`src/hdl/pmwu_consts.vh`:
```
// constants for the power mode and write unlock block
`ifndef PMWU_CONSTS_VH
`define PMWU_CONSTS_VH
`define PMWU_ADDR_POWER_CONTROL   8'h87
`define PMWU_ADDR_EXT_FLAG        8'h91
`define PMWU_ADDR_UNLOCK_KEY      8'hC7
`define PMWU_ADDR_WATCHDOG_CTRL   8'hD8
`define PMWU_BIT_IDLE             0
`define PMWU_BIT_STOP             1
`define PMWU_BIT_BANDGAP          0
`define PMWU_BIT_RING_SEL         1
`define PMWU_BIT_RING_ACT         2
`define PMWU_BIT_WD_RESTART       0
`define PMWU_BIT_WD_ENABLE        1
`define PMWU_BIT_WD_IRQ           3
`define PMWU_BIT_POR              6
`define PMWU_KEY_FIRST            8'hAA
`define PMWU_KEY_SECOND           8'h55
`define PMWU_UNLOCK_CYCLES        2
`define PMWU_XTAL_SWITCH_CLOCKS   65536
`define PMWU_POWER_CONTROL_RESET           8'h00
`define PMWU_EXTENDED_FLAG_CLOCK_SELECT_RESET           8'h00
`define PMWU_WATCHDOG_CONTROL_RESET          8'h40
`endif

```
`src/hdl/pmwu_top.v`:
```
// power mode control, ring wake clock select and timed write unlock
// Operation
// - idle bit 0 of power control enters idle
// - idle halts cpu, keeps peripheral clocks
// - any enabled interrupt or reset ends idle
// - stop bit 1 gates all internal clocks
// - only external interrupt, power fail with bandgap, or reset ends stop
// - timer, serial, watchdog cannot wake stop
// - bandgap in stop makes power fail wake
// - bandgap in stop is bit 0, resets zero
// - bandgap bit ignored outside stop
// - stop disables crystal, restarts on exit
// - ring select wakes stop on ring clock
// - switch to crystal after 65536 clocks
// - stop again before switch kills ring
// - ring active flag set while ring clocks
// - AAh then 55h opens three cycle window
// - protected write ignored without unlock
// - protected bits list of five
//
// The APB slave port was left to the implementer.
`include "pmwu_consts.vh"
`timescale 1ns/10ps
`default_nettype none
module pmwu_top #(
  parameter integer XTAL_SWITCH_CLOCKS = `PMWU_XTAL_SWITCH_CLOCKS
) (
  // apb clock and reset
  input  wire        pclk,
  input  wire        presetn,
  input  wire        clk_en,
  // apb slave
  input  wire        psel,
  input  wire        penable,
  input  wire        pwrite,
  input  wire [11:0] paddr,
  input  wire [31:0] pwdata,
  input  wire [3:0]  pstrb,
  output wire        pready,
  output wire        pslverr,
  output reg  [31:0] prdata,
  // wake sources
  input  wire        irq_enabled,
  input  wire        ext_irq,
  input  wire        power_fail_interrupt,
  input  wire        power_fail_reset,
  // clock and power controls
  output wire        cpu_halt,
  output wire        periph_clk_en,
  output wire        xtal_osc_en,
  output wire        ring_osc_en,
  output wire        clk_sel_ring,
  output wire        bandgap_en,
  // watchdog control bits
  output wire        watchdog_enable_bit,
  output wire        watchdog_restart_bit,
  input  wire        watchdog_irq_set,
  output wire        watchdog_irq_flag
);
  localparam [3:0] ST_RUN  = 4'b0001;
  localparam [3:0] ST_IDLE = 4'b0010;
  localparam [3:0] ST_STOP = 4'b0100;
  localparam [3:0] ST_RING = 4'b1000;
  localparam [31:0] UL_CYC_W = `PMWU_UNLOCK_CYCLES;
  localparam [1:0]  UL_CYC   = UL_CYC_W[1:0];
  localparam [31:0] SW_MAX_W = XTAL_SWITCH_CLOCKS - 1;
  localparam [16:0] SW_MAX   = SW_MAX_W[16:0];

  reg  [3:0]  state_q;
  reg  [3:0]  state_d;
  reg  [7:0]  power_control_q;
  reg         bgs_q;
  reg         ring_wake_select_q;
  reg         por_q;
  reg         ewt_q;
  reg         rwt_q;
  reg         watchdog_irq_flag_q;
  reg         key1_q;
  reg  [1:0]  win_q;
  reg  [16:0] sw_cnt_q;
  reg         ext_s1_q;
  reg         ext_s2_q;
  reg         pfi_s1_q;
  reg         pfi_s2_q;
  reg         pfr_s1_q;
  reg         pfr_s2_q;
  reg         irq_s1_q;
  reg         irq_s2_q;

  wire       wr    = psel & penable & pwrite & clk_en;
  wire [7:0] addr8 = paddr[9:2];
  wire       wr_lo = wr & pstrb[0];
  wire       prot_hit;
  wire       win_open = (win_q != 2'b00);
  wire       prot_ok  = win_open;
  wire       stop_wake;

  function hit;
    input [7:0] a;
    input [7:0] r;
    begin
      hit = (a == r) && (paddr[11:10] == 2'b00) && (paddr[1:0] == 2'b00);
    end
  endfunction

  assign pready  = 1'b1;
  assign pslverr = psel & penable & ~(hit(addr8, `PMWU_ADDR_POWER_CONTROL) |
                   hit(addr8, `PMWU_ADDR_EXT_FLAG) | hit(addr8, `PMWU_ADDR_UNLOCK_KEY) |
                   hit(addr8, `PMWU_ADDR_WATCHDOG_CTRL));
  assign prot_hit = wr_lo & (hit(addr8, `PMWU_ADDR_EXT_FLAG) |
                    hit(addr8, `PMWU_ADDR_WATCHDOG_CTRL));

  // stop wake: external always, power fail only with bandgap kept on
  assign stop_wake = ext_s2_q | (bgs_q & (pfi_s2_q | pfr_s2_q));

  // input synchronisers
  always @(posedge pclk or negedge presetn) begin
    if (!presetn) begin
      ext_s1_q <= 1'b0;
      ext_s2_q <= 1'b0;
      pfi_s1_q <= 1'b0;
      pfi_s2_q <= 1'b0;
      pfr_s1_q <= 1'b0;
      pfr_s2_q <= 1'b0;
      irq_s1_q <= 1'b0;
      irq_s2_q <= 1'b0;
    end else if (clk_en) begin
      ext_s1_q <= ext_irq;
      ext_s2_q <= ext_s1_q;
      pfi_s1_q <= power_fail_interrupt;
      pfi_s2_q <= pfi_s1_q;
      pfr_s1_q <= power_fail_reset;
      pfr_s2_q <= pfr_s1_q;
      irq_s1_q <= irq_enabled;
      irq_s2_q <= irq_s1_q;
    end
  end

  // power state machine
  always @* begin
    state_d = state_q;
    case (state_q)
      ST_RUN: begin
        if (power_control_q[`PMWU_BIT_STOP])
          state_d = ST_STOP;
        else if (power_control_q[`PMWU_BIT_IDLE])
          state_d = ST_IDLE;
      end
      ST_IDLE: begin
        if (irq_s2_q)
          state_d = ST_RUN;
      end
      ST_STOP: begin
        if (stop_wake)
          state_d = ring_wake_select_q ? ST_RING : ST_RUN;
      end
      ST_RING: begin
        if (power_control_q[`PMWU_BIT_STOP])
          state_d = ST_STOP;
        else if (sw_cnt_q == SW_MAX)
          state_d = ST_RUN;
      end
      default: state_d = ST_RUN;
    endcase
  end

  always @(posedge pclk or negedge presetn) begin
    if (!presetn) begin
      state_q  <= ST_RUN;
      sw_cnt_q <= 17'h00000;
    end else if (clk_en) begin
      state_q <= state_d;
      if (state_q == ST_RING)
        sw_cnt_q <= sw_cnt_q + 17'h00001;
      else
        sw_cnt_q <= 17'h00000;
    end
  end

  // clock and power outputs
  assign cpu_halt      = (state_q != ST_RUN) & (state_q != ST_RING);
  assign periph_clk_en = (state_q != ST_STOP);
  assign xtal_osc_en   = (state_q != ST_STOP);
  assign ring_osc_en   = (state_q == ST_RING);
  assign clk_sel_ring  = (state_q == ST_RING);
  assign bandgap_en    = (state_q != ST_STOP) | bgs_q;
  assign watchdog_enable_bit  = ewt_q;
  assign watchdog_restart_bit = rwt_q;
  assign watchdog_irq_flag    = watchdog_irq_flag_q;

  // registers and timed access
  always @(posedge pclk or negedge presetn) begin
    if (!presetn) begin
      power_control_q <= `PMWU_POWER_CONTROL_RESET;
      bgs_q  <= 1'b0;
      ring_wake_select_q <= 1'b0;
      por_q  <= 1'b1;
      ewt_q  <= 1'b0;
      rwt_q  <= 1'b0;
      watchdog_irq_flag_q <= 1'b0;
      key1_q <= 1'b0;
      win_q  <= 2'b00;
    end else if (clk_en) begin
      rwt_q <= 1'b0;
      if (win_open)
        win_q <= win_q - 2'b01;
      if (wr_lo && hit(addr8, `PMWU_ADDR_UNLOCK_KEY)) begin
        if (key1_q && pwdata[7:0] == `PMWU_KEY_SECOND) begin
          win_q  <= UL_CYC + 2'b01;
          key1_q <= 1'b0;
        end else begin
          key1_q <= (pwdata[7:0] == `PMWU_KEY_FIRST);
        end
      end else if (wr) begin
        key1_q <= 1'b0;
      end
      if (prot_hit && prot_ok)
        win_q <= 2'b00;
      if (state_q != state_d && (state_q == ST_IDLE || state_q == ST_STOP))
        power_control_q[1:0] <= 2'b00;
      if (wr_lo && hit(addr8, `PMWU_ADDR_POWER_CONTROL))
        power_control_q <= pwdata[7:0];
      if (wr_lo && hit(addr8, `PMWU_ADDR_EXT_FLAG)) begin
        ring_wake_select_q <= pwdata[`PMWU_BIT_RING_SEL];
        if (prot_ok)
          bgs_q <= pwdata[`PMWU_BIT_BANDGAP];
      end
      if (wr_lo && hit(addr8, `PMWU_ADDR_WATCHDOG_CTRL) && prot_ok) begin
        por_q <= pwdata[`PMWU_BIT_POR];
        ewt_q <= pwdata[`PMWU_BIT_WD_ENABLE];
        rwt_q <= pwdata[`PMWU_BIT_WD_RESTART];
        watchdog_irq_flag_q <= pwdata[`PMWU_BIT_WD_IRQ];
      end
      if (watchdog_irq_set)
        watchdog_irq_flag_q <= 1'b1;
    end
  end

  // read mux
  always @(posedge pclk or negedge presetn) begin
    if (!presetn) begin
      prdata <= 32'h00000000;
    end else if (clk_en && psel && !penable && !pwrite) begin
      prdata <= 32'h00000000;
      if (hit(addr8, `PMWU_ADDR_POWER_CONTROL))
        prdata[7:0] <= power_control_q;
      else if (hit(addr8, `PMWU_ADDR_EXT_FLAG))
        prdata[2:0] <= {(state_q == ST_RING), ring_wake_select_q, bgs_q};
      else if (hit(addr8, `PMWU_ADDR_WATCHDOG_CTRL))
        prdata[7:0] <= {1'b0, por_q, 2'b00, watchdog_irq_flag_q, 1'b0, ewt_q, rwt_q};
    end
  end
endmodule // pmwu_top
`default_nettype wire

```
`config.mk`:
```
export PLATFORM = sky130hd
export DESIGN_NAME = pmwu_top
export DESIGN_NICKNAME = d
export VERILOG_FILES = /design/src/hdl/pmwu_top.v
export VERILOG_INCLUDE_DIRS = /design/src /design/src/hdl
export SDC_FILE = /design/constraint.sdc
export NUM_CORES = 1
export LEC_CHECK = 0
export BUFFER_PORTS_ARGS = -buffer_cell sky130_fd_sc_hd__buf_2
export CORE_MARGIN = 5
export CORE_UTILIZATION = 46
export DETAILED_ROUTE_END_ITERATION = 8
export PLACE_DENSITY = 0.85
export SLEW_MARGIN = 20
export SYNTH_ARGS = -nofsm -noshare
export SYNTH_HDL_FRONTEND = slang
export SYNTH_SLANG_ARGS = --single-unit
```
`constraint.sdc`:
```
create_clock -name pclk -period 2 [get_ports pclk]
set_input_delay 0.2 -clock pclk [delete_from_list [all_inputs] [get_ports pclk]]
set_output_delay 0.2 -clock pclk [all_outputs]
set_load 0.01 [all_outputs]
```
# Word level (Yosys, flattened, before mapping)
# Index checks and enable logic that the tools add are counted.
dict set report classes {
  eq_ne 15
  n_div 0
  mux 25
  n_addsub 2
  bitwise_logic 16
  reduce_logical 35
  shift 0
  n_lt_le_gt_ge 0
  mul 0
}
# op count
set op_table {}
lappend op_table {{$eq 8x8->1 const B} 5}
lappend op_table {{$mux 4} 7}
lappend op_table {{$logic_and 1x1->1} 19}
lappend op_table {{$add 17x1->17 const B} 1}
lappend op_table {{$eq 17x16->1 const B} 1}
lappend op_table {{$mux 17} 1}
lappend op_table {{$pmux 4 s4} 1}
lappend op_table {{$mux 2} 6}
lappend op_table {{$reduce_and 2->1} 6}
lappend op_table {{$and 1x1->1} 8}
lappend op_table {{$eq 8x7->1 const B} 1}
lappend op_table {{$mux 8} 1}
lappend op_table {{$reduce_bool 2->1} 4}
lappend op_table {{$mux 7} 1}
lappend op_table {{$or 1x1->1} 7}
lappend op_table {{$mux 1} 6}
lappend op_table {{$mux 5} 1}
lappend op_table {{$eq 4x1->1 const B} 1}
lappend op_table {{$eq 4x2->1 const B} 1}
lappend op_table {{$eq 4x3->1 const B} 1}
lappend op_table {{$eq 4x4->1 const B} 1}
lappend op_table {{$logic_not 2->1} 2}
lappend op_table {{$ne 4x1->1 const B} 1}
lappend op_table {{$ne 4x3->1 const B} 1}
lappend op_table {{8 further kinds} 9}
dict set report totals {
  regBits 54
  mem_bits_ro 0
  latchBits 0
  output_inout_bits 43
  in_bits 59
  mem_bits_rw 0
  memories 0
  wordCells 114
}

# Depth between registers and ports, before layout
# Gate-level depths: netlist (run 1).
dict set report logic_depth {
  depth_word 9
  mapped_depth 11
  mapped_depth_nobuf 11
}

# Worst setup path after synthesis (run 1)
# No wires, ideal clock.
dict set report synth_path {
  kind {register to register}
  start {register sw_cnt_q[0]}
  end {register power_control_q[0]}
  t_required_ns 1.875
  setup_time_ns 0.125
  n_path_buf 0
  path_slack_ns 0.043
  t_arrival_ns 1.832
  period_less_slack_ns 1.957
  stages_incl_launch_ff 12
  path_cell_list {dfrtp_1 -> ha_1 -> and3_1 -> and2_1 -> nand2_1 -> nor3_1 -> ha_1 -> nand3b_1 -> a21o_1 -> o221a_2 -> a41oi_2 -> o21ai_1}
}
dict set report synth_between {
  elab_chain_len 8
}
# item line
set synth_lines {}
lappend synth_lines {{start: declaration} pmwu_top.v:80} ;# reg [16:0] sw_cnt_q;
lappend synth_lines {{start signal: assignment} pmwu_top.v:174} ;# sw_cnt_q <= sw_cnt_q + 17'h00001;
lappend synth_lines {{$eq 17x16->1} pmwu_top.v:160} ;# else if (sw_cnt_q == SW_MAX)
lappend synth_lines {{$mux 4} pmwu_top.v:160}
lappend synth_lines {{$mux 4} pmwu_top.v:158} ;# if (power_control_q[`PMWU_BIT_STOP])
lappend synth_lines {{$pmux 4 s4} pmwu_top.v:142} ;# case (state_q)
lappend synth_lines {{$ne 4x4->1} pmwu_top.v:219} ;# if (state_q != state_d && (state_q == ST_IDLE || state_q == ST_STOP))
lappend synth_lines {{$logic_and 1x1->1} pmwu_top.v:219}
lappend synth_lines {{$reduce_bool 2->1 (no line)} -}
lappend synth_lines {{$reduce_and 2->1 (no line)} -}
lappend synth_lines {{end signal: assignment} pmwu_top.v:194} ;# power_control_q <= `PMWU_POWER_CONTROL_RESET;
lappend synth_lines {{end signal: assignment} pmwu_top.v:222} ;# power_control_q <= pwdata[7:0];
lappend synth_lines {{end: declaration} pmwu_top.v:71} ;# reg [7:0] power_control_q;
# No other way between the ends.
# A chain may end at the register's enable or synchronous reset.

# Worst setup path in the final report (run 1)
# Ends and elaborated chain as after synthesis.

==> impl_metrics.xml, run 1 <==
<?xml version="1.0" encoding="UTF-8"?>
<metrics>
  <group name="placement">
    <metric name="port-buffer-count" unit="">49</metric>
    <metric name="gp_congestion" unit="">0.891</metric>
    <metric name="hpwl" unit="um">5050</metric>
    <metric name="dp_slack" unit="ns">-0.145</metric>
    <metric name="placed_cells" unit="">438</metric>
  </group>
  <group name="critical_path">
    <metric name="worst_setup_path_startpoint" unit="">sw_cnt_q[0]$_DFFE_PN0P_</metric>
    <metric name="critPathRequiredTime" unit="ns">2.19</metric>
    <metric name="endpoint_kind_of_the_worst_setup_timing_path" unit="">register</metric>
    <metric name="worstSetupPathType" unit="">reg2reg</metric>
    <metric name="reg2regPathDepth" unit="">11</metric>
    <metric name="path_max_fanout" unit="">3</metric>
    <metric name="regToRegSetupSlack" unit="ns">-0.07</metric>
    <metric name="setup.worst_path.end" unit="">power_control_q[0]$_DFFE_PN0P_</metric>
    <metric name="timing.rr.end" unit="">power_control_q[0]$_DFFE_PN0P_</metric>
    <metric name="arrival" unit="ns">2.26</metric>
    <metric name="reg2reg_from" unit="">sw_cnt_q[0]$_DFFE_PN0P_</metric>
    <metric name="setup.worst_path.start_class" unit="">register</metric>
  </group>
  <group name="global_routing">
    <metric name="first_global_vias" unit="">2528</metric>
    <metric name="track_usage" unit="%">16.8</metric>
    <metric name="grt_pass1_wl" unit="um">11800</metric>
    <metric name="number_of_antenna_violations_at_the_first_check_in_global_routing" unit="">0</metric>
    <metric name="grt_max_degree" unit="">31</metric>
    <metric name="globalRoute.totalOverflow" unit="">0</metric>
  </group>
  <group name="logic_synthesis">
    <metric name="postSynthCellCount" unit="">310</metric>
    <metric name="netlist_area" unit="sq mm">0.00304</metric>
    <metric name="synth.largest_area_cell" unit="">sky130_fd_sc_hd__dfrtp_1</metric>
    <metric name="postSynthAreaPerCell" unit="sq um">9.81</metric>
    <metric name="synth_edf_count" unit="">0</metric>
    <metric name="netlist.area_leader.share" unit="%">42.8</metric>
    <metric name="yosys_warnings" unit="">0</metric>
    <metric name="synth.top_cells.by_count" unit="">52 x sky130_fd_sc_hd__dfrtp_1, 27 x sky130_fd_sc_hd__buf_4, 27 x sky130_fd_sc_hd__nand2_1, 23 x sky130_fd_sc_hd__o21ai_0, 17 x sky130_fd_sc_hd__nor2_1</metric>
    <metric name="ys_seq_elements" unit="">54</metric>
    <metric name="yosys.cell_types.count" unit="">54</metric>
    <metric name="post-synth-top-count-cell" unit="">sky130_fd_sc_hd__dfrtp_1</metric>
    <metric name="share_of_flip_flops_with_an_asynchronous_set_or_reset_after_synthesis" unit="%">100</metric>
    <metric name="synthFlopType" unit="">sky130_fd_sc_hd__dfrtp_1</metric>
    <metric name="post_synth_main_area_contributors" unit="">sky130_fd_sc_hd__dfrtp_1 43%, sky130_fd_sc_hd__buf_4 6.7%, sky130_fd_sc_hd__mux2_2 5.9%</metric>
    <metric name="synth_seq_area_share" unit="%">44.5</metric>
  </group>
  <group name="detailed_routing">
    <metric name="post_route_ant_nets" unit="">0</metric>
    <metric name="route.vias.total" unit="">2471</metric>
    <metric name="drc" unit="">0</metric>
    <metric name="drt_first_pass_iters" unit="">4</metric>
    <metric name="average_detailed_routed_wire_length_per_instance" unit="um">15.0</metric>
    <metric name="totalWireLength" unit="um">6750</metric>
    <metric name="avgViaCountPerCell" unit="">5.50</metric>
    <metric name="dr.first_iter.drc_count" unit="">117</metric>
  </group>
  <group name="power_and_ir_drop">
    <metric name="pwr-share-seq" unit="%">53.5</metric>
    <metric name="power.density" unit="mW/mm^2">613</metric>
    <metric name="internal_power" unit="mW">1.63</metric>
    <metric name="sw_frac_of_total" unit="%">25.1</metric>
    <metric name="gate_power_share" unit="%">13.5</metric>
    <metric name="p_sw" unit="mW">0.545</metric>
    <metric name="max-vdd-ir-drop" unit="uV">373</metric>
    <metric name="final_total_power" unit="mW">2.17</metric>
    <metric name="pwr-share-clk" unit="%">33.0</metric>
    <metric name="leakagePower" unit="nW">1.60</metric>
  </group>
  <group name="cts">
    <metric name="cts_tree" unit="">done</metric>
    <metric name="cts_num_sinks" unit="">54</metric>
    <metric name="htreeDepth" unit="">2</metric>
    <metric name="clk_pin_slew" unit="ns">0.09</metric>
    <metric name="clockRootBuffer" unit="">sky130_fd_sc_hd__clkbuf_8</metric>
    <metric name="number_of_buffers_inserted_during_clock_tree_synthesis" unit="">5</metric>
    <metric name="cts_buffer_depth" unit="">2</metric>
    <metric name="worstSkewPairLatency" unit="ns">0.31</metric>
  </group>
  <group name="floorplanning">
    <metric name="floorplan.die_area" unit="sq mm">0.00834</metric>
    <metric name="ioPinCount" unit="">102</metric>
    <metric name="core_region_area" unit="sq mm">0.00639</metric>
    <metric name="start_util" unit="%">47.6</metric>
    <metric name="floorplan.rows" unit="">29</metric>
    <metric name="dieHeight" unit="um">91.3</metric>
    <metric name="die_w" unit="um">91.3</metric>
  </group>
  <group name="sta">
    <metric name="max-slew-margin-rel" unit="%">59.7</metric>
    <metric name="maxClockFrequency" unit="MHz">483</metric>
    <metric name="timing_hold_violations_final" unit="">0</metric>
    <metric name="finalWorstPathRequiredPeriod" unit="ns">2.07</metric>
    <metric name="skew" unit="ns">0.00813</metric>
    <metric name="finalWorstSetupSlack" unit="ns">-0.0687</metric>
    <metric name="grt_setup_unrepaired" unit="">yes</metric>
    <metric name="worst-slew-pin-transition" unit="ns">0.605</metric>
    <metric name="final_worst_path_cycle_share" unit="%">103</metric>
    <metric name="final_setup_violation_count" unit="">2</metric>
    <metric name="report.final.slew_viol_count" unit="">0</metric>
  </group>
  <group name="hold_path">
    <metric name="min_path_cells" unit="">2</metric>
    <metric name="min-delay-path-class" unit="">in2reg</metric>
  </group>
  <group name="outcome">
    <metric name="status" unit="">finished, violations left</metric>
    <metric name="failing_checks" unit="">negative setup slack</metric>
  </group>
  <group name="final_layout">
    <metric name="n_antenna_cell" unit="">0</metric>
    <metric name="layout-drive-gt1-share" unit="%">30.9</metric>
    <metric name="area.growth.synth_to_final" unit="%">16.6</metric>
    <metric name="final-instance-count-excl-fill" unit="">449</metric>
    <metric name="layout.nets" unit="">432</metric>
  </group>
  <group name="run">
    <metric name="maxCapViolations" unit="">0</metric>
  </group>
</metrics>
[cell usage in the layout, fill, tap and decap left out, drive strengths merged, types with 4 or more instances in the layout]
cell / synthesis / routed
xor2: 6 / 6
o21ai: 25 / 25
xnor2: 5 / 5
nand2: 28 / 28
nand4: 7 / 7
buf: 33 / 69
nor2: 18 / 18
nor3: 10 / 10
nand3: 10 / 10
nand3b: 6 / 6
o22ai: 4 / 4
dfrtp: 52 / 52
inv: 13 / 13
or3: 6 / 6
clkbuf: 6 / 6
mux2: 18 / 18
a21oi: 7 / 7
nor4b: 4 / 4
and3: 4 / 4
conb: 2 / 25
[power groups by stage]
stage | Clock (mW) | Sequential (mW) | Combinational (mW)
after global placement | 0 | 1.18 | 0.262
after detailed placement | 0 | 1.18 | 0.269
after CTS | 0.734 | 1.16 | 0.282
after floorplan | 0 | 1.16 | 0.213
final | 0.717 | 1.16 | 0.293
after global routing | 0.775 | 1.17 | 0.322
[routing by layer]
metal / up-vias / track usage [%] / share of wire (%)
met5: - / 0 / 0
met3: 12 / 3.22 / 6.2
li1: 1178 / - / -
met1: 1191 / 22.2 / 41
met4: 0 / 5.01 / 1.6
met2: 90 / 28.0 / 51
[metrics by stage]
| stage | TNS [ns] | util (%) | hold WS, ns | cell area [sq um] |
|---|---|---|---|---|
| 2_1_floorplan | 0 | - | -0.0956 | 3130 |
| 3_3_place_gp | -0.116 | 52.4 | 0.228 | 3350 |
| 3_5_place_dp | -0.406 | 52.4 | 0.232 | 3350 |
| 4_1_cts | -0.209 | 55.1 | 0.110 | 3520 |
| 5_1_grt | -0.379 | 55.5 | 0.106 | 3540 |
| 6_report | -0.135 | 55.5 | 0.115 | 3540 |
[critical path, stage by stage, from the launching register on]
cell	delay (ns)
sky130_fd_sc_hd__dfrtp_1	0.37
sky130_fd_sc_hd__ha_2	0.19
sky130_fd_sc_hd__and3_4	0.18
sky130_fd_sc_hd__and2_4	0.15
sky130_fd_sc_hd__nand2_4	0.05
sky130_fd_sc_hd__nor3_4	0.12
sky130_fd_sc_hd__ha_2	0.23
sky130_fd_sc_hd__nand3b_1	0.09
sky130_fd_sc_hd__a21o_1	0.18
sky130_fd_sc_hd__o221a_4	0.12
sky130_fd_sc_hd__a41oi_2	0.18
sky130_fd_sc_hd__o21ai_1	0.08
[state kept, by name, indices dropped and copies added, names as in the netlist]
register / count
sw_cnt_q: 17
power_control_q: 8
prdata: 8
state_q: 4
win_q: 2
bgs_q: 1
ext_s1_q: 1
ext_s2_q: 1
irq_s1_q: 1
irq_s2_q: 1
key1_q: 1
pfi_s1_q: 1
pfi_s2_q: 1
pfr_s1_q: 1
pfr_s2_q: 1
por_q: 1
ring_wake_select_q: 1
watchdog_enable_bit: 1
watchdog_irq_flag: 1
watchdog_restart_bit: 1
[kinds of logic (layout without fill, tap and decap cells)]
logic type                 after synthesis  after routing  synth area share (%)
adders and majority gates                2              2                 0.823
DFF                                     54             54                  44.5
muxes                                   19             19                  7.00
xor gates and xnor gates                11             11                  3.17
buffers and inverters                   52             91                  10.0
other                                    2             25                 0.247
and+or+nand+nor                        115            115                  22.7
AOI/OAI and AO/OA                       55             55                  11.6
[layout make-up]
cell class / count / area, sq um
Sequential cell: 54 / 1360
Fill cell: 557 / 2840
Inverter: 13 / 48.8
Clock inverter: 2 / 37.5
Clock buffer: 6 / 72.6
Timing Repair Buffer: 70 / 409
Tap cell: 77 / 96.3
Multi-Input combinational cell: 227 / 1530
[what timing repair did]
item	CTS	global route
setup endpoints to repair	3	6
endpoints found under the hold margin	24	0
hold buffers	1	0
setup buffers	2	0
gates cloned	0	0
gates resized for setup	9	7
pin swaps	1	2
[worst min-delay path by stage]
stage / to / slack (ns) / from
6_report: pfi_s1_q$_DFFE_PN0P_ / 0.12 / power_fail_interrupt
5_1_grt: pfi_s1_q$_DFFE_PN0P_ / 0.11 / power_fail_interrupt
4_1_cts: pfi_s1_q$_DFFE_PN0P_ / 0.11 / power_fail_interrupt
3_5_place_dp: state_q[2]$_DFFE_PN0P_ / 0.23 / presetn
3_3_place_gp: state_q[2]$_DFFE_PN0P_ / 0.23 / presetn
2_1_floorplan: bgs_q$_DFFE_PN0P_ / -0.1 / presetn
No activity file was read; power rests on OpenSTA's default activity.
==> run 2, diff against run 1 <==
--- a/config.mk
+++ b/config.mk
@@ -10,7 +10,7 @@
 export CORE_MARGIN = 5
 export CORE_UTILIZATION = 46
 export DETAILED_ROUTE_END_ITERATION = 8
-export PLACE_DENSITY = 0.85
+export PLACE_DENSITY_LB_ADDON = 0.15
 export SLEW_MARGIN = 20
 export SYNTH_ARGS = -nofsm -noshare
 export SYNTH_HDL_FRONTEND = slang
==> impl_metrics.xml, run 2 (synthesis gave the netlist of run 1 again) <==
<?xml version="1.0" encoding="UTF-8"?>
<metrics>
  <group name="global_routing">
    <metric name="number_of_antenna_violations_at_the_first_check_in_global_routing" unit="">0</metric>
    <metric name="track_usage" unit="%">16.6</metric>
    <metric name="grt_pass1_wl" unit="um">11400</metric>
    <metric name="globalRoute.totalOverflow" unit="">0</metric>
    <metric name="grt_max_degree" unit="">45</metric>
    <metric name="first_global_vias" unit="">2320</metric>
  </group>
  <group name="sta">
    <metric name="final_worst_path_cycle_share" unit="%">101</metric>
    <metric name="report.final.slew_viol_count" unit="">0</metric>
    <metric name="finalWorstSetupSlack" unit="ns">-0.0133</metric>
    <metric name="grt_setup_unrepaired" unit="">yes</metric>
    <metric name="finalWorstPathRequiredPeriod" unit="ns">2.01</metric>
    <metric name="maxClockFrequency" unit="MHz">497</metric>
    <metric name="final_setup_violation_count" unit="">2</metric>
    <metric name="timing_hold_violations_final" unit="">0</metric>
    <metric name="max-slew-margin-rel" unit="%">58.9</metric>
    <metric name="skew" unit="ns">0.00388</metric>
    <metric name="worst-slew-pin-transition" unit="ns">0.617</metric>
  </group>
  <group name="cts">
    <metric name="worstSkewPairLatency" unit="ns">0.31</metric>
    <metric name="cts_tree" unit="">done</metric>
    <metric name="cts_buffer_depth" unit="">2</metric>
    <metric name="number_of_buffers_inserted_during_clock_tree_synthesis" unit="">5</metric>
    <metric name="clk_pin_slew" unit="ns">0.10</metric>
    <metric name="cts_num_sinks" unit="">54</metric>
    <metric name="htreeDepth" unit="">2</metric>
    <metric name="clockRootBuffer" unit="">sky130_fd_sc_hd__clkbuf_8</metric>
  </group>
  <group name="final_layout">
    <metric name="layout_top_registers" unit="">sw_cnt_q x17, power_control_q x8, prdata x8</metric>
    <metric name="regMostFlops" unit="">sw_cnt_q</metric>
    <metric name="final_common_cell" unit="">sky130_fd_sc_hd__dfrtp_1</metric>
    <metric name="n_antenna_cell" unit="">0</metric>
    <metric name="number_of_flip_flops_in_the_largest_register" unit="">17</metric>
    <metric name="area.growth.synth_to_final" unit="%">18.9</metric>
    <metric name="final-instance-count-excl-fill" unit="">456</metric>
    <metric name="layout-drive-gt1-share" unit="%">33.0</metric>
    <metric name="layout.nets" unit="">439</metric>
    <metric name="mostFrequentLayoutCells" unit="">51 x sky130_fd_sc_hd__dfrtp_1, 49 x sky130_fd_sc_hd__buf_2, 26 x sky130_fd_sc_hd__nand2_1</metric>
  </group>
  <group name="outcome">
    <metric name="status" unit="">finished, violations left</metric>
    <metric name="failing_checks" unit="">negative setup slack</metric>
  </group>
  <group name="power_and_ir_drop">
    <metric name="leakagePower" unit="nW">1.65</metric>
    <metric name="final_total_power" unit="mW">2.09</metric>
    <metric name="power.density" unit="mW/mm^2">578</metric>
    <metric name="max-vdd-ir-drop" unit="uV">446</metric>
  </group>
  <group name="placement">
    <metric name="hpwl" unit="um">5020</metric>
    <metric name="port-buffer-count" unit="">49</metric>
    <metric name="placed_cells" unit="">445</metric>
    <metric name="gp_congestion" unit="">0.871</metric>
  </group>
  <group name="critical_path">
    <metric name="setup.worst_path.end" unit="">power_control_q[0]$_DFFE_PN0P_</metric>
    <metric name="setup.worst_path.start_class" unit="">register</metric>
    <metric name="reg2reg_from" unit="">sw_cnt_q[1]$_DFFE_PN0P_</metric>
    <metric name="critPathRequiredTime" unit="ns">2.20</metric>
    <metric name="path_max_fanout" unit="">3</metric>
    <metric name="regToRegSetupSlack" unit="ns">-0.01</metric>
    <metric name="endpoint_kind_of_the_worst_setup_timing_path" unit="">register</metric>
    <metric name="worst_setup_path_startpoint" unit="">sw_cnt_q[1]$_DFFE_PN0P_</metric>
    <metric name="timing.rr.end" unit="">power_control_q[0]$_DFFE_PN0P_</metric>
    <metric name="crit_chain" unit="">ha_2 &gt; and3_4 &gt; and2_4 &gt; nand2_4 &gt; nor3_4 &gt; ha_4 &gt; nand3b_1 &gt; a21o_1 &gt; o221a_4 &gt; a41oi_2 &gt; o21ai_1</metric>
    <metric name="worst_path_max_delay_cell" unit="">sky130_fd_sc_hd__dfrtp_1</metric>
    <metric name="arrival" unit="ns">2.22</metric>
    <metric name="reg2regPathDepth" unit="">11</metric>
    <metric name="stage_delay_of_the_slowest_cell_on_the_critical_path" unit="ns">0.37</metric>
    <metric name="worstSetupPathType" unit="">reg2reg</metric>
  </group>
  <group name="floorplanning">
    <metric name="ioPinCount" unit="">102</metric>
    <metric name="die_w" unit="um">91.3</metric>
    <metric name="start_util" unit="%">47.6</metric>
    <metric name="core_region_area" unit="sq mm">0.00639</metric>
    <metric name="dieHeight" unit="um">91.3</metric>
    <metric name="floorplan.rows" unit="">29</metric>
    <metric name="floorplan.die_area" unit="sq mm">0.00834</metric>
  </group>
  <group name="detailed_routing">
    <metric name="average_detailed_routed_wire_length_per_instance" unit="um">15.0</metric>
    <metric name="dr.first_iter.drc_count" unit="">63</metric>
    <metric name="drt_first_pass_iters" unit="">4</metric>
    <metric name="route.vias.total" unit="">2398</metric>
    <metric name="post_route_ant_nets" unit="">0</metric>
    <metric name="drc" unit="">0</metric>
    <metric name="totalWireLength" unit="um">6820</metric>
    <metric name="avgViaCountPerCell" unit="">5.26</metric>
  </group>
  <group name="hold_path">
    <metric name="min-delay-path-class" unit="">in2reg</metric>
  </group>
  <group name="run">
    <metric name="maxCapViolations" unit="">0</metric>
  </group>
</metrics>
run 2: changes by cell type in the layout (fill, tap and decap cells not counted), sizes merged:
cell	change
buf	+7
bufinv	-1
clkinv	+1
run 2: through the flow:
step	instance area, sq um	setup slack, ns	utilization, %	TNS, ns	hold slack, ns
6_report	3620	-0.0133	56.6	-0.0244	0.112
5_1_grt	3620	-0.132	56.6	-0.299	0.0957
4_1_cts	3590	-0.0167	56.3	-0.0167	0.0979
3_5_place_dp	3430	-0.118	53.6	-0.268	0.255
3_3_place_gp	3430	-0.111	53.6	-0.254	0.249
2_1_floorplan	3130	0.0434	-	0	-0.0956
run 2: how the worst min path moves through the flow:
| stage | startpoint | to | slack, ns | cells past startpoint |
|---|---|---|---|---|
| finish | power_fail_reset | pfr_s1_q$_DFFE_PN0P_ | 0.11 | 2 |
| global route | power_fail_reset | pfr_s1_q$_DFFE_PN0P_ | 0.1 | 2 |
| CTS | power_fail_reset | pfr_s1_q$_DFFE_PN0P_ | 0.1 | 2 |
| detailed placement | presetn | sw_cnt_q[2]$_DFFE_PN0P_ | 0.25 | 1 |
| global placement | presetn | sw_cnt_q[1]$_DFFE_PN0P_ | 0.25 | 1 |
| floorplan | presetn | bgs_q$_DFFE_PN0P_ | -0.1 | 0 |
run 2: routing by layer:
| metal | vias up | track usage [%] | share of wire (%) |
|---|---|---|---|
| li1 | 1189 | - | - |
| met1 | 1142 | 22.5 | 46 |
| met2 | 61 | 26.6 | 47 |
| met3 | 6 | 4.55 | 5.6 |
| met4 | 0 | 4.03 | 1.0 |
| met5 | - | 0 | 0 |
run 2: area by class of cell:
class                   instances  area (sq um)
well taps                      77          96.3
clock buffers                   6          82.6
fillers                       591          2770
multi-input cells             227          1540
clock inverters                 2          12.5
flip-flops and latches         54          1360
inverters                      13          48.8
repair buffers                 77           483
run 2: worst max-delay path, delay by kind of cell (launching register included):
kind	cells	cell delay (ns)
AND/OR/NAND/NOR	5	0.63
adder cells (fa/ha/maj)	2	0.36
flip-flops	1	0.37
AO/OA/AOI/OAI	4	0.54
run 2: what timing repair did:
| action | 4_1_cts | 5_1_grt |
|---|---|---|
| endpoints found under the hold margin | 24 | 0 |
| resized for setup | 11 | 5 |
| pin swaps | 2 | 4 |
| setup endpoints to repair | 3 | 5 |
| buffers inserted | 2 | 0 |
| hold buffers | 1 | 0 |
run 2: power breakdown:
group | internal, mW | leakage, nW | switching (mW)
Combinational | 0.127 | 0.879 | 0.154
Sequential | 1.12 | 0.721 | 0.0402
Clock | 0.279 | 0.0472 | 0.364
Total | 1.53 | 1.65 | 0.559
